File: config.mk
export PLATFORM = sky130hd
export DESIGN_NAME = fdc_divider_chain
export DESIGN_NICKNAME = d
export VERILOG_FILES = /design/src/design/fdc_pkg.sv /design/src/design/fdc_divider_chain.sv
export VERILOG_INCLUDE_DIRS = /design/src /design/src/design
export SDC_FILE = /design/constraint.sdc
export NUM_CORES = 1
export LEC_CHECK = 0
export BUFFER_PORTS_ARGS = -buffer_cell sky130_fd_sc_hd__buf_2
export CAP_MARGIN = 30
export CORE_MARGIN = 4
export CORE_UTILIZATION = 35
export CTS_BUF_LIST = sky130_fd_sc_hd__clkbuf_8
export DETAILED_ROUTE_END_ITERATION = 6
export PLACE_DENSITY_LB_ADDON = 0.15
export SLEW_MARGIN = 40
export SYNTH_ARGS = -nofsm -noshare
export SYNTH_HDL_FRONTEND = slang
export SYNTH_SLANG_ARGS = --single-unit
File: constraint.sdc
create_clock -name mclk -period 3.9 [get_ports mclk]
set_input_delay 0.39 -clock mclk [delete_from_list [all_inputs] [get_ports mclk]]
set_output_delay 0.39 -clock mclk [all_outputs]
set_load 0.02 [all_outputs]
File: src/design/fdc_consts.svh
// constants for the frequency divider chain
`ifndef FDC_CONSTS_SVH
`define FDC_CONSTS_SVH
// ----------------------------------------------------------------
// field widths and positions
// ----------------------------------------------------------------
`define FDC_FB_W 43
`define FDC_FB_INT_W 11
`define FDC_FB_FRAC_W 32
`define FDC_HS_W 11
`define FDC_LS_W 3
`define FDC_LS_MAX_EXP 3'h5
`define FDC_PK_LS_HI 6
`define FDC_PK_LS_LO 4
`define FDC_PK_HS_HI 2
`define FDC_PK_HS_LO 0
`define FDC_HS_HI_LSB 8
`define FDC_HS_ODD_MAX 11'h021
`define FDC_HS_MIN 11'h004
// ----------------------------------------------------------------
// register indices, one byte each
// ----------------------------------------------------------------
`define FDC_IDX_HS_LO 8'h17
`define FDC_IDX_PACKED 8'h18
`define FDC_IDX_FB0 8'h1A
`define FDC_IDX_FB5 8'h1F
`endif

File: src/design/fdc_pkg.sv
// types of the frequency divider chain
package fdc_pkg;
    // ----------------------------------------------------------------
    // divider settings carried as one group
    // ----------------------------------------------------------------
    typedef struct packed {
        logic [42:0] fb;
        logic [10:0] hs;
        logic [2:0] ls;
    } fdc_div_t;
    typedef struct packed {
        logic wr;
        logic [7:0] addr;
        logic [7:0] data;
    } fdc_wr_t;
endpackage : fdc_pkg

File: src/design/fdc_divider_chain.sv
// divider chain: staged register bytes, phase accumulator, output dividers
// Functional notes
// the output clock is the oscillator divided by high and low ratios.
// the oscillator rate is the reference times the feedback ratio; the model gives oscillator edges at ratio / 2^11 of mclk instead.
// the feedback ratio is 43-bit unsigned 11.32 fixed point.
// the host keeps high ratio 4..2046 and feedback code in its limits.
// the high-speed divider is an integer 11-bit unsigned ratio.
// small high ratios may be odd and keep a 50% duty cycle.
// the host programs only even high ratios from 34 upward.
// the low divider divides by two to a 3-bit exponent, 1 to 32.
// exponent 6 or 7 divides by 32.
// all divider fields are read as unsigned values.
// the host keeps the oscillator in its legal band.
// the host prefers odd high ratios when the low ratio is one.
// the packed byte holds exponent in 6:4 and high bits 10:8 in 2:0.
// the host scales the fraction by two to the 32nd and truncates.
// new divider values take effect only on a complete update.
`timescale 1ns/1ps
`include "fdc_consts.svh"
module fdc_divider_chain (
    input wire logic mclk,
    input wire logic rst_n,
    input wire fdc_pkg::fdc_wr_t wr,
    input wire logic apply,
    output logic [7:0] rd_data,
    input wire logic [7:0] rd_addr,
    output logic osc_clk,
    output logic clk_out
);
    // ----------------------------------------------------------------
    // staging bytes written by the host
    // ----------------------------------------------------------------
    fdc_pkg::fdc_div_t stage_reg;
    fdc_pkg::fdc_div_t active_reg;
    wire hit_hs = wr.wr && wr.addr == `FDC_IDX_HS_LO;
    wire hit_pk = wr.wr && wr.addr == `FDC_IDX_PACKED;
    wire [2:0] fb_sel = 3'(wr.addr - `FDC_IDX_FB0);
    wire hit_fb = wr.wr && wr.addr >= `FDC_IDX_FB0 &&
        wr.addr <= `FDC_IDX_FB5;
    // byte writes land only in staging
    always_ff @(posedge mclk) begin
        if (!rst_n) begin
            stage_reg <= '0;
        end else begin
            if (hit_hs) begin
                stage_reg.hs[7:0] <= wr.data;
            end
            if (hit_pk) begin
                stage_reg.ls <= wr.data[`FDC_PK_LS_HI:`FDC_PK_LS_LO];
                stage_reg.hs[10:8] <=
                    wr.data[`FDC_PK_HS_HI:`FDC_PK_HS_LO];
            end
            if (hit_fb) begin
                if (fb_sel == 3'h5) begin
                    stage_reg.fb[42:40] <= wr.data[2:0];
                end else begin
                    stage_reg.fb[fb_sel*8 +: 8] <= wr.data;
                end
            end
        end
    end
    // whole set moves at once, never a partial field
    always_ff @(posedge mclk) begin
        if (!rst_n) begin
            active_reg <= '0;
        end else if (apply) begin
            active_reg <= stage_reg;
        end
    end
    // ----------------------------------------------------------------
    // readback of staged bytes; unused bits read zero
    // ----------------------------------------------------------------
    // staging is shown rather than the live set, so a host can check a
    // whole load before it applies it
    wire [2:0] rd_sel = 3'(rd_addr - `FDC_IDX_FB0);
    wire [47:0] fb_pad = {5'h00, stage_reg.fb};
    wire [7:0] rd_next =
        (rd_addr == `FDC_IDX_HS_LO) ? stage_reg.hs[7:0] :
        (rd_addr == `FDC_IDX_PACKED) ?
            {1'b0, stage_reg.ls, 1'b0, stage_reg.hs[10:8]} :
        (rd_addr >= `FDC_IDX_FB0 && rd_addr <= `FDC_IDX_FB5) ?
            fb_pad[rd_sel*8 +: 8] : 8'h00;
    always_ff @(posedge mclk) begin
        if (!rst_n) begin
            rd_data <= 8'h00;
        end else begin
            rd_data <= rd_next;
        end
    end
    // ----------------------------------------------------------------
    // oscillator model: 11.32 phase accumulator on the reference tick
    // ----------------------------------------------------------------
    // mclk stands for the reference; a true multiply needs analog, so
    // the whole 11.32 ratio is added each cycle and the carry out of the
    // top bit is one oscillator edge: edge rate is ratio / 2^11 of mclk.
    // the fraction is kept, so fine steps still move the mean rate.
    // limitation: the model runs far below the reference, never above
    logic [`FDC_FB_W-1:0] phase_reg;
    wire [`FDC_FB_W:0] phase_sum = {1'b0, phase_reg} +
        {1'b0, active_reg.fb};
    wire osc_tick = phase_sum[`FDC_FB_W]; // carry out
    always_ff @(posedge mclk) begin
        if (!rst_n) begin
            phase_reg <= '0;
            osc_clk <= 1'b0;
        end else begin
            phase_reg <= phase_sum[`FDC_FB_W-1:0];
            if (osc_tick) begin
                osc_clk <= ~osc_clk;
            end
        end
    end
    // ----------------------------------------------------------------
    // high-speed divider: counts oscillator half periods (edges)
    // ----------------------------------------------------------------
    // counting both edges gives 50% duty even for odd ratios
    // each half period is a whole number of oscillator edges, so no
    // separate correction path is needed; ratios under 4 are held at 4
    // apply restarts both dividers, so a smaller new ratio never leaves
    // a counter stranded above its wrap point for a full roll-over
    wire div_restart = apply;
    logic [`FDC_HS_W-1:0] hs_cnt_reg;
    logic hs_clk;
    wire [`FDC_HS_W-1:0] hs_ratio = (active_reg.hs < `FDC_HS_MIN) ?
        `FDC_HS_MIN : active_reg.hs;
    wire hs_wrap = hs_cnt_reg == hs_ratio - 11'h001;
    always_ff @(posedge mclk) begin
        if (!rst_n) begin
            hs_cnt_reg <= '0;
            hs_clk <= 1'b0;
        end else if (div_restart) begin
            hs_cnt_reg <= '0;
        end else if (osc_tick) begin
            hs_cnt_reg <= hs_wrap ? '0 : hs_cnt_reg + 11'h001;
            if (hs_wrap) begin
                hs_clk <= ~hs_clk;
            end
        end
    end
    wire hs_tick = osc_tick && hs_wrap && !div_restart;
    // ----------------------------------------------------------------
    // low-speed divider: power of two, clamped at 32
    // ----------------------------------------------------------------
    wire [2:0] ls_exp = (active_reg.ls > `FDC_LS_MAX_EXP) ?
        `FDC_LS_MAX_EXP : active_reg.ls;
    logic [4:0] ls_cnt_reg;
    wire [5:0] ls_ratio = 6'h01 << ls_exp;
    wire ls_wrap = {1'b0, ls_cnt_reg} == ls_ratio - 6'h01;
    always_ff @(posedge mclk) begin
        if (!rst_n) begin
            ls_cnt_reg <= 5'h00;
            clk_out <= 1'b0;
        end else if (div_restart) begin
            ls_cnt_reg <= 5'h00;
        end else if (hs_tick) begin
            ls_cnt_reg <= ls_wrap ? 5'h00 : ls_cnt_reg + 5'h01;
            if (ls_wrap) begin
                clk_out <= ~clk_out;
            end
        end
    end
endmodule : fdc_divider_chain

Yosys cells after proc, flatten, opt, wreduce, memory -nomap -nowiden
Cells that the tools add are included.
{"block": "totals", "word_cells": 64, "output_inout_bits": 10, "inputBits": 28, "regBits": 183}
{"block": "classes", "n_bitwise": 5, "shift": 4, "magnitude_cmp": 6, "addsub": 8, "mux": 9, "n_reduce_logical": 11, "eq_ne": 7}
{"cell": "$shiftx A48 B7 Y8", "n": 1}
{"cell": "$add A43 B43 Y44", "n": 1}
{"cell": "$bwmux W43", "n": 1}
{"cell": "$shift A8 B34 Y43 const A", "n": 1}
{"cell": "$shiftx A8 B34 Y43", "n": 1}
{"cell": "$neg A6 Y34", "n": 1}
{"cell": "$eq A8 B5 Y1 const B", "n": 4}
{"cell": "$mux W8", "n": 3}
{"cell": "$mux W11", "n": 2}
{"cell": "$ge A8 B5 Y1 const B", "n": 2}
{"cell": "$le A8 B5 Y1 const B", "n": 2}
{"cell": "$add A11 B1 Y11 const B", "n": 1}
{"cell": "$eq A11 B11 Y1", "n": 1}
{"cell": "$lt A11 B3 Y1 const B", "n": 1}
{"cell": "$sub A11 B1 Y11 const B", "n": 1}
{"cell": "$logic_and A1 B1 Y1", "n": 7}
{"cell": "$eq A5 B6 Y1", "n": 1}
{"cell": "$mux W3", "n": 2}
{"cell": "$shl A1 B3 Y6 const A", "n": 1}
{"cell": "$sub A3 B2 Y3 const B", "n": 2}
{"cell": "$sub A6 B1 Y6 const B", "n": 1}
{"cell": "$add A5 B1 Y5 const B", "n": 1}
{"cell": "$mux W5", "n": 1}
{"cell": "$not A1 Y1", "n": 5}
{"cell": "6 further kinds", "n": 6}

Logic depth before layout (Yosys ltp)
Gate-level depths: netlist of run 1.
{"block": "logic_depth", "ltp_word": 7, "mapped_depth": 15, "ltp_nobuf": 13}

Worst setup path after synthesis of run 1
Ideal clock, no wire load.
{"block": "synth_path", "path_kind": "flip-flop to flip-flop", "startpoint": "register active_reg[10] (netlist name)", "endpoint": "register hs_cnt_reg[2]", "slack_ns": 0.891, "stages_incl_launch_ff": 15, "setup_time_ns": 0.121, "n_path_buf": 1, "t_required_ns": 3.779, "arrival_ns": 2.888, "path_cell_list": "dfxtp_1 > buf_2 > nor4_1 > nand3b_1 > nand2_1 > ha_1 > nor3b_2 > o2111ai_1 > xnor2_1 > nand4_1 > or3_1 > nor4_1 > nor2_1 > o21ai_0 > a21oi_1"}
{"block": "synth_between", "elab_chain_len": 5}
{"element": "start, declared", "line_no": "fdc_divider_chain.sv:34", "text": "fdc_pkg::fdc_div_t active_reg;"}
{"element": "start signal, assigned", "line_no": "fdc_divider_chain.sv:67", "text": "active_reg <= stage_reg;"}
{"element": "$lt A11 B3 Y1 (no line)"}
{"element": "$mux W11 *", "line_no": "fdc_divider_chain.sv:124", "text": "wire [`FDC_HS_W-1:0] hs_ratio = (active_reg.hs < `FDC_HS_MIN) ?"}
{"element": "$sub A11 B1 Y11 *", "line_no": "fdc_divider_chain.sv:126", "text": "wire hs_wrap = hs_cnt_reg == hs_ratio - 11'h001;"}
{"element": "$eq A11 B11 Y1 *", "line_no": "fdc_divider_chain.sv:126"}
{"element": "$mux W11 *", "line_no": "fdc_divider_chain.sv:134", "text": "hs_cnt_reg <= hs_wrap ? '0 : hs_cnt_reg + 11'h001;"}
{"element": "end signal, assigned", "line_no": "fdc_divider_chain.sv:134"}
{"element": "end, declared", "line_no": "fdc_divider_chain.sv:122", "text": "logic [`FDC_HS_W-1:0] hs_cnt_reg;"}
Every way passes the cells marked *; elsewhere a longest branch is shown, timed or not.
A chain may end at the register's enable or synchronous reset.

Worst setup path after layout of run 1
{"block": "layout_path", "startpoint": "register active_reg[10] (netlist name)", "endpoint": "register hs_cnt_reg[6]"}
Same word-level chain as after synthesis.

==> flow_summary.toml, run 1 <==
[status]
status = "finished, final reports clean"

[route]
ant_nets = 0
drt-total-wl_mm = 26.51
drt_iter0_markers = 601
firstDrtPassIters = 7
routedWlPerCell_um = 16.99
drcViolationCount = 0
vias = 8122
vias_per_cell = 5.206

[clock_tree]
cts_root_buf = "clkbuf_8"
insertion_delay_ns = 0.47
cts_made_buffers = 17
clock_sinks = 183
clkTransAtPathRegs_ns = 0.11
cts.path.max_buffers = 2
htreeDepth = 4
cts_setup_buffers = 0
cts_tree = "yes"

[timing]
rsz0062_at_grt = "no"
tightest_slew_ns = 0.8423
worst_hold_slack_ns = 0.3209
layout_setup_ws_ns = 0.4938
setup_tns_ns = 0
finalHoldViolations = 0
skew_ns = 0.03574
max_freq_mhz = 293.6
fin_crit_ns = 3.406
finalCritPeriodShare = 0.8734
finalSetupViolations = 0
maxSlewViolCount = 0
slew_headroom = 0.4311

[finish]
fin_util = 0.3868
num-fill-cells = 2928
areaGrowthSynthToFinish_pct = 8.858
multiInputGateArea_mm2 = 0.006213
largest_register_ffs = 57
fin_nets = 1245
final_cells = 1560
drive_gt1_frac = 0.08255
regArea_mm2 = 0.003664

[yosys]
synth_area_leaders = "dfxtp_1, mux2i_1, ha_1"
yosysWarnings = 0
synth_nets = 1242
yosysTopAreaCell = "dfxtp_1"
synth_edf_count = 0
ys_types = 77
syn_inst = 1159
synth_common_cells = "dfxtp_1, nor2b_1, nand2_1"
ys_async_sr_fraction = 0
syn_avg_cell_area_um2 = 8.799
ys_seq_area_frac = 0.3592
synth.most_common_cell = "dfxtp_1"
synthFlopType = "dfxtp_1"
ys_ff_latch = 183
syn_area_mm2 = 0.01020
synthDominantCellAreaShare = 0.3592

[worst_hold_path]
min_path_type = "in2reg"

[die]
io_pins = 38
die_width_um = 178.7
die_h_um = 178.7
start_util = 0.3553
fp-row-count = 62
die-area_mm2 = 0.03193
design.core.area_mm2 = 0.02870

[grt]
grt-ovfl-total = 0
grt_pass1_vias = 7555
grt_use_met2 = 0.2627
use_met1 = 0.2431
busiest_layer = "met2"
grt_max_degree = 99
grt_use_met3 = 0.02383
antenna_found_initial = 1
grt_usage = 0.1678
grt_pass1_wl_mm = 42.23

[setup_path]
cp-start-kind = "flip-flop"
worstPathArrival_ns = 3.77
path_max_fanout = 10
required_ns = 4.26
endpoint_kind = "flip-flop"
crit_type = "reg2reg"

[power_and_ir_drop]
p_clk_frac = 0.403
p_sw_mw = 0.8390
p_leak_nw = 4.446
peakVddDrop_uv = 207.0
pwr-share-seq = 0.545
cell_internal_pwr_mw = 2.587
netSwitchingFraction = 0.2449
power_density_mw_per_mm2 = 308.6
pwr-share-comb = 0.051

[placement]
dpl.cell_count = 1527
gp_congestion = 0.8898
dp_hpwl_mm = 19.33
portBuffers = 37
place_ws_ns = 0.4004

[job]
drv_cap = 0
-- layout make-up --
class	count	share of cell area
Timing Repair Buffer	42	0.02085
Clock buffer	18	0.02231
Clock inverter	14	0.01555
Inverter	24	0.008115
Multi-Input combinational cell	894	0.5597
Tap cell	384	0.04328
Antenna cell	1	0.0002254
Sequential cell	183	0.3300
-- cells by family (layout without fill, tap and decap cells) --
| logic type | after synthesis | after routing | synth area share |
|---|---|---|---|
| AOI/OAI and AO/OA | 226 | 226 | 0.1445 |
| xor gates and xnor gates | 54 | 54 | 0.04637 |
| adders and majority gates | 55 | 55 | 0.06821 |
| buffers and inverters | 82 | 98 | 0.03263 |
| DFF | 183 | 183 | 0.3592 |
| muxes | 104 | 104 | 0.1062 |
| other | 0 | 1 | 0 |
| and+or+nand+nor | 455 | 455 | 0.2428 |
-- worst paths after layout --
path,slack [ns],startpoint,endpoint,cells past startpoint
setup / recovery,0.49,active_reg[10]$_SDFFE_PN0P_,hs_cnt_reg[6]$_SDFFE_PP0N_,13
setup reg to reg,0.49,active_reg[10]$_SDFFE_PN0P_,hs_cnt_reg[6]$_SDFFE_PP0N_,13
hold / removal,0.32,wr[0],fb_pad[16]$_SDFFE_PN0P_,3
hold reg to reg,0.49,fb_pad[31]$_SDFFE_PN0P_,fb_pad[31]$_SDFFE_PN0P_,2
-- through the flow --
step	instance area (um2)	power, mW
2_1_floorplan	10200	2.025
3_3_place_gp	10660	2.086
3_5_place_dp	10670	2.085
4_1_cts	11090	3.481
5_1_grt	11100	3.562
6_report	11100	3.426
-- cell usage in the layout (no fill, tap or decap), types with 18 or more instances in the layout --
master      n
nor3_1     32
mux2i_1    97
clkbuf_8   18
and2_1     41
a21oi_1    57
buf_2      35
ha_1       54
xnor2_1    38
dfxtp_1   183
a21o_1     24
nand3_1    37
o21ai_0    43
nor2b_1   107
inv_1      25
a21boi_0   23
nor2_1     59
nand2_1    98
-- timing repair --
action                     in CTS  in global routing
resized for setup               0                  1
setup endpoints to repair       0                 10
hold buffers                    0                  0
-- critical path, stage by stage (launching register included) --
cell and delay, ns:
dfxtp_1 0.40, nor4_1 0.45, nand3b_1 0.22, nand2_1 0.12
ha_1 0.17, nor3b_2 0.41, o2111ai_1 0.20, xnor2_1 0.19
nand4_1 0.14, nor3_2 0.19, nand2_1 0.13, nor3_2 0.28
nand2b_2 0.32, nor2_1 0.08
-- layer usage --
layer	vias to the layer above	wire length [um]
li1	4103	-
met1	3853	13410
met3	19	917
met2	147	11890
met4	0	293
met5	-	0
-- power by group through the flow --
stage	clock (mW)	combinational [mW]	sequential [mW]
3_3_place_gp	0	0.174	1.91
3_5_place_dp	0	0.174	1.91
5_1_grt	1.50	0.190	1.87
6_report	1.38	0.176	1.87
2_1_floorplan	0	0.113	1.91
4_1_cts	1.44	0.174	1.87
No activity file was read; power rests on OpenSTA's default activity.
==> run 2: changes to the inputs <==
CORE_UTILIZATION = 40   (was 35)
==> run 2 against run 1 <==
Global-route usage up 1.5 points. Design area decreased by 0.43%. Power up 0.60%. Setup slack worse by 0.022 ns. Critical path type unchanged. Critical endpoint is now hs_cnt_reg[5]$_SDFFE_PP0N_. Largest power group unchanged.
==> flow_summary.toml, run 2 (synthesis gave the netlist of run 1 again) <==
[status]
status = "finished, final reports clean"

[setup_path]
required_ns = 4.26
critPathMaxStageDelay_ns = 0.43
rr_startpoint = "active_reg[10]$_SDFFE_PN0P_"
rr_worst_depth = 13
slowest_stage = "nor4_1"
critPathLaunch = "active_reg[10]$_SDFFE_PN0P_"
crit_chain = "nor4_1 -> nand3b_1 -> nand2_1 -> ha_1 -> nor3b_2 -> o2111ai_1 -> xnor2_1 -> nand4_1 -> nor3_2 -> nand2_1 -> nor3_2 -> nand2b_2 -> nor2_1"
crit_type = "reg2reg"
worstPathArrival_ns = 3.79
cp-start-kind = "flip-flop"
reg2reg_slack_ns = 0.47
endpoint_kind = "flip-flop"
r2r_end = "hs_cnt_reg[5]$_SDFFE_PP0N_"
path_max_fanout = 10

[route]
routedWlPerCell_um = 17.06
firstDrtPassIters = 5
vias_per_cell = 5.344
vias = 8054
ant_nets = 0
drcViolationCount = 0
drt_iter0_markers = 639
drt-total-wl_mm = 25.71

[die]
die_h_um = 167.7
start_util = 0.4062
die_width_um = 167.7
io_pins = 38
die-area_mm2 = 0.02811
design.core.area_mm2 = 0.02511
fp-row-count = 58

[placement]
gp_congestion = 0.8825
dpl.cell_count = 1475
portBuffers = 37
dp_hpwl_mm = 18.75

[grt]
grt_max_degree = 99
grt_usage = 0.1828
grt_pass1_wl_mm = 41.83
grt_pass1_vias = 7667
antenna_found_initial = 0
grt-ovfl-total = 0

[finish]
largest_register_ffs = 57
num-fill-cells = 2515
fin_nets = 1247
final_cells = 1507
final_common_cell = "dfxtp_1"
fin_util = 0.4403
areaGrowthSynthToFinish_pct = 8.392
antenna_cells = 0
final_cell_mix = "dfxtp_1, nor2b_1, nand2_1, mux2i_1, nor2_1"
drive_gt1_frac = 0.08496

[power_and_ir_drop]
cell_internal_pwr_mw = 2.605
p_clk_frac = 0.408
p_sw_mw = 0.8409
power_density_mw_per_mm2 = 311.7
netSwitchingFraction = 0.2440
pwr-share-seq = 0.542
power_mw = 3.446
peakVddDrop_uv = 197.9
pwr-share-comb = 0.050
p_leak_nw = 4.461

[worst_hold_path]
whs_path_depth = 3
min_from = "wr[5]"
hold_path_end = "fb_pad[21]$_SDFFE_PN0P_"
min_path_type = "in2reg"

[timing]
rsz0062_at_grt = "no"
tightest_slew_ns = 0.6818
slew_headroom = 0.5454
finalHoldViolations = 0
finalSetupViolations = 0
maxSlewViolCount = 0
skew_ns = 0.01712
setup_tns_ns = 0
max_freq_mhz = 291.7
worst_hold_slack_ns = 0.3086
fin_crit_ns = 3.428
finalCritPeriodShare = 0.8791

[clock_tree]
htreeDepth = 4
clkTransAtPathRegs_ns = 0.10
insertion_delay_ns = 0.47
cts_root_buf = "clkbuf_8"
clock_sinks = 183
cts_tree = "yes"
cts.path.max_buffers = 2
hold_buffers = 0
cts_made_buffers = 17

[job]
drv_cap = 0
run 2: worst max path at each step:
stage | end | slack [ns] | cells past startpoint
6_report | hs_cnt_reg[5]$_SDFFE_PP0N_ | 0.47 | 13
5_1_grt | hs_cnt_reg[2]$_SDFFE_PP0N_ | 0.007 | 13
4_1_cts | hs_cnt_reg[9]$_SDFFE_PP0N_ | 0.38 | 13
3_5_place_dp | hs_cnt_reg[9]$_SDFFE_PP0N_ | 0.41 | 13
3_3_place_gp | hs_cnt_reg[10]$_SDFFE_PP0N_ | 0.47 | 13
2_1_floorplan | hs_cnt_reg[2]$_SDFFE_PP0N_ | 0.89 | 14
run 2: routing by layer:
layer  GRT usage  share of wire  vias to the layer above
li1            -              -                     4115
met2      0.2807           0.44                      132
met4     0.04940          0.013                        0
met5           0              0                        -
met1      0.2641           0.51                     3784
met3     0.03399          0.037                       23
run 2: timing repair:
action,4_1_cts,5_1_grt
buffers inserted,0,0
resized for setup,0,1
setup endpoints to repair,0,9
run 2: area by class of cell:
cell class	instances	area, um2	share of cell area
clock inverter	13	166.4	0.01505
clock buffer	19	261.5	0.02366
inverter	24	90.09	0.008149
sequential	183	3664	0.3314
tap	330	412.9	0.03735
timing repair buffer	44	246.5	0.02230
multi-input combinational	894	6213	0.5621
run 2: worst max-delay path: cells and delay by family, from the launching register on:
kind	cells	cell delay, ns
AOI/OAI and AO/OA	1	0.20
adders and majority gates	1	0.18
xor gates and xnor gates	1	0.20
DFF	1	0.38
and+or+nand+nor	10	2.36
run 2: power by group through the flow:
stage | clock network, mW | logic, mW | registers [mW]
after CTS | 1.45 | 0.172 | 1.87
after floorplan | 0 | 0.113 | 1.91
after global placement | 0 | 0.172 | 1.91
after global routing | 1.52 | 0.188 | 1.87
after detailed placement | 0 | 0.172 | 1.91
final | 1.41 | 0.173 | 1.87
run 2: through the flow:
step | instance area, um2 | worst slack [ns]
2_1_floorplan | 10200 | 0.8910
3_3_place_gp | 10610 | 0.4690
4_1_cts | 11040 | 0.3810
5_1_grt | 11050 | 0.007284
6_report | 11050 | 0.4715
3_5_place_dp | 10610 | 0.4093
==> run 3: changes to the inputs <==
MAX_ROUTING_LAYER = met4   (was default)
==> run 3 against run 2 <==
Routed wire length rose by 0.21%. Largest power group unchanged. Largest cell class unchanged. Critical endpoint unchanged. Global-route usage grew 0.53 points. Combinational power barely moved. Sequential share of layout area is the same.
==> flow_summary.toml, run 3 (synthesis gave the netlist of run 1 again) <==
[grt]
grt_usage = 0.1882
grt-ovfl-total = 0
antenna_found_initial = 0
grt_pass1_vias = 7673
grt_max_degree = 99
grt_pass1_wl_mm = 41.78

[finish]
areaGrowthSynthToFinish_pct = 8.392
final_cell_mix = "dfxtp_1, nor2b_1, nand2_1, mux2i_1, nor2_1"
antenna_cells = 0
drive_gt1_frac = 0.08496
final_cells = 1507
final_common_cell = "dfxtp_1"
fin_util = 0.4403
fin_nets = 1247
largest_register_ffs = 57

[timing]
layout_setup_ws_ns = 0.4683
slew_headroom = 0.5440
tightest_slew_ns = 0.6840
finalCritPeriodShare = 0.8799
max_freq_mhz = 291.4
skew_ns = 0.01706
finalHoldViolations = 0
finalSetupViolations = 0
maxSlewViolCount = 0
setup_tns_ns = 0
fin_crit_ns = 3.432
rsz0062_at_grt = "no"

[die]
die-area_mm2 = 0.02811
die_h_um = 167.7
start_util = 0.4062
design.core.area_mm2 = 0.02511
fp-row-count = 58
die_width_um = 167.7
io_pins = 38

[clock_tree]
clkTransAtPathRegs_ns = 0.10
clock_sinks = 183
hold_buffers = 0
htreeDepth = 4
cts_setup_buffers = 0
cts_made_buffers = 17
ctsResizeCount = 0
insertion_delay_ns = 0.47
cts_tree = "yes"
cts_root_buf = "clkbuf_8"
cts.path.max_buffers = 2

[placement]
place_ws_ns = 0.4093
dpl.cell_count = 1475
dp_hpwl_mm = 18.75
portBuffers = 37
gp_congestion = 0.8972

[route]
routedWlPerCell_um = 17.10
drt_iter0_markers = 610
ant_nets = 0
vias = 8065
drt-total-wl_mm = 25.77
drcViolationCount = 0
vias_per_cell = 5.352
firstDrtPassIters = 5

[power_and_ir_drop]
pwr-share-comb = 0.050
peakVddDrop_uv = 198.5
pwr-share-seq = 0.542
power_mw = 3.447
p_leak_nw = 4.461
power_density_mw_per_mm2 = 311.8
p_sw_mw = 0.8418
cell_internal_pwr_mw = 2.605
netSwitchingFraction = 0.2442
p_clk_frac = 0.408

[job]
drv_cap = 0

[status]
status = "finished, final reports clean"

[setup_path]
path_max_fanout = 10
cp-start-kind = "flip-flop"
endpoint_kind = "flip-flop"
reg2reg_slack_ns = 0.47
crit_type = "reg2reg"
required_ns = 4.26
worstPathArrival_ns = 3.79

[worst_hold_path]
min_path_type = "in2reg"
==> run 3: cell counts in the layout (fill, tap and decap cells not counted) <==
Identical to the previous run, type by type.
==> run 3: path summary, 6_finish.rpt <==
kind | from | depth (start not counted) | end
max reg2reg | active_reg[10]$_SDFFE_PN0P_ | 13 | hs_cnt_reg[5]$_SDFFE_PP0N_
min reg2reg | fb_pad[31]$_SDFFE_PN0P_ | 2 | fb_pad[31]$_SDFFE_PN0P_
max | active_reg[10]$_SDFFE_PN0P_ | 13 | hs_cnt_reg[5]$_SDFFE_PP0N_
min | wr[5] | 3 | fb_pad[21]$_SDFFE_PN0P_
==> run 3: cell type report <==
type | instances | area [um2]
multi-input combinational | 894 | 6213
fill | 2515 | 14050
timing repair buffer | 44 | 246.5
clock buffer | 19 | 261.5
tap | 330 | 412.9
clock inverter | 13 | 166.4
sequential | 183 | 3664
inverter | 24 | 90.09
==> run 3: layer usage <==
layer | vias to the layer above | GRT usage | part of all wire
met4 | 0 | 0.04940 | 0.012
met2 | 137 | 0.2800 | 0.44
met5 | - | - | 0
li1 | 4117 | - | -
met3 | 23 | 0.03399 | 0.032
met1 | 3788 | 0.2645 | 0.52
==> run 3: critical path: stages (launching register included) <==
cell,delay (ns)
dfxtp_1,0.38
nor4_1,0.43
nand3b_1,0.22
nand2_1,0.12
ha_1,0.18
nor3b_2,0.39
o2111ai_1,0.20
xnor2_1,0.20
nand4_1,0.16
nor3_2,0.19
nand2_1,0.15
nor3_2,0.29
nand2b_2,0.32
nor2_1,0.08
==> run 3: power by group through the flow <==
stage	Combinational [mW]	Clock, mW	Sequential, mW
2_1_floorplan	0.113	0	1.91
3_3_place_gp	0.172	0	1.91
3_5_place_dp	0.172	0	1.91
4_1_cts	0.172	1.45	1.87
5_1_grt	0.188	1.52	1.87
6_report	0.173	1.41	1.87
==> run 3: through the flow <==
stage / instance area, um2 / hold WS, ns
2_1_floorplan: 10200 / 0.4502
3_3_place_gp: 10610 / 0.4608
3_5_place_dp: 10610 / 0.4619
4_1_cts: 11040 / 0.2648
5_1_grt: 11050 / 0.2837
6_report: 11050 / 0.3000
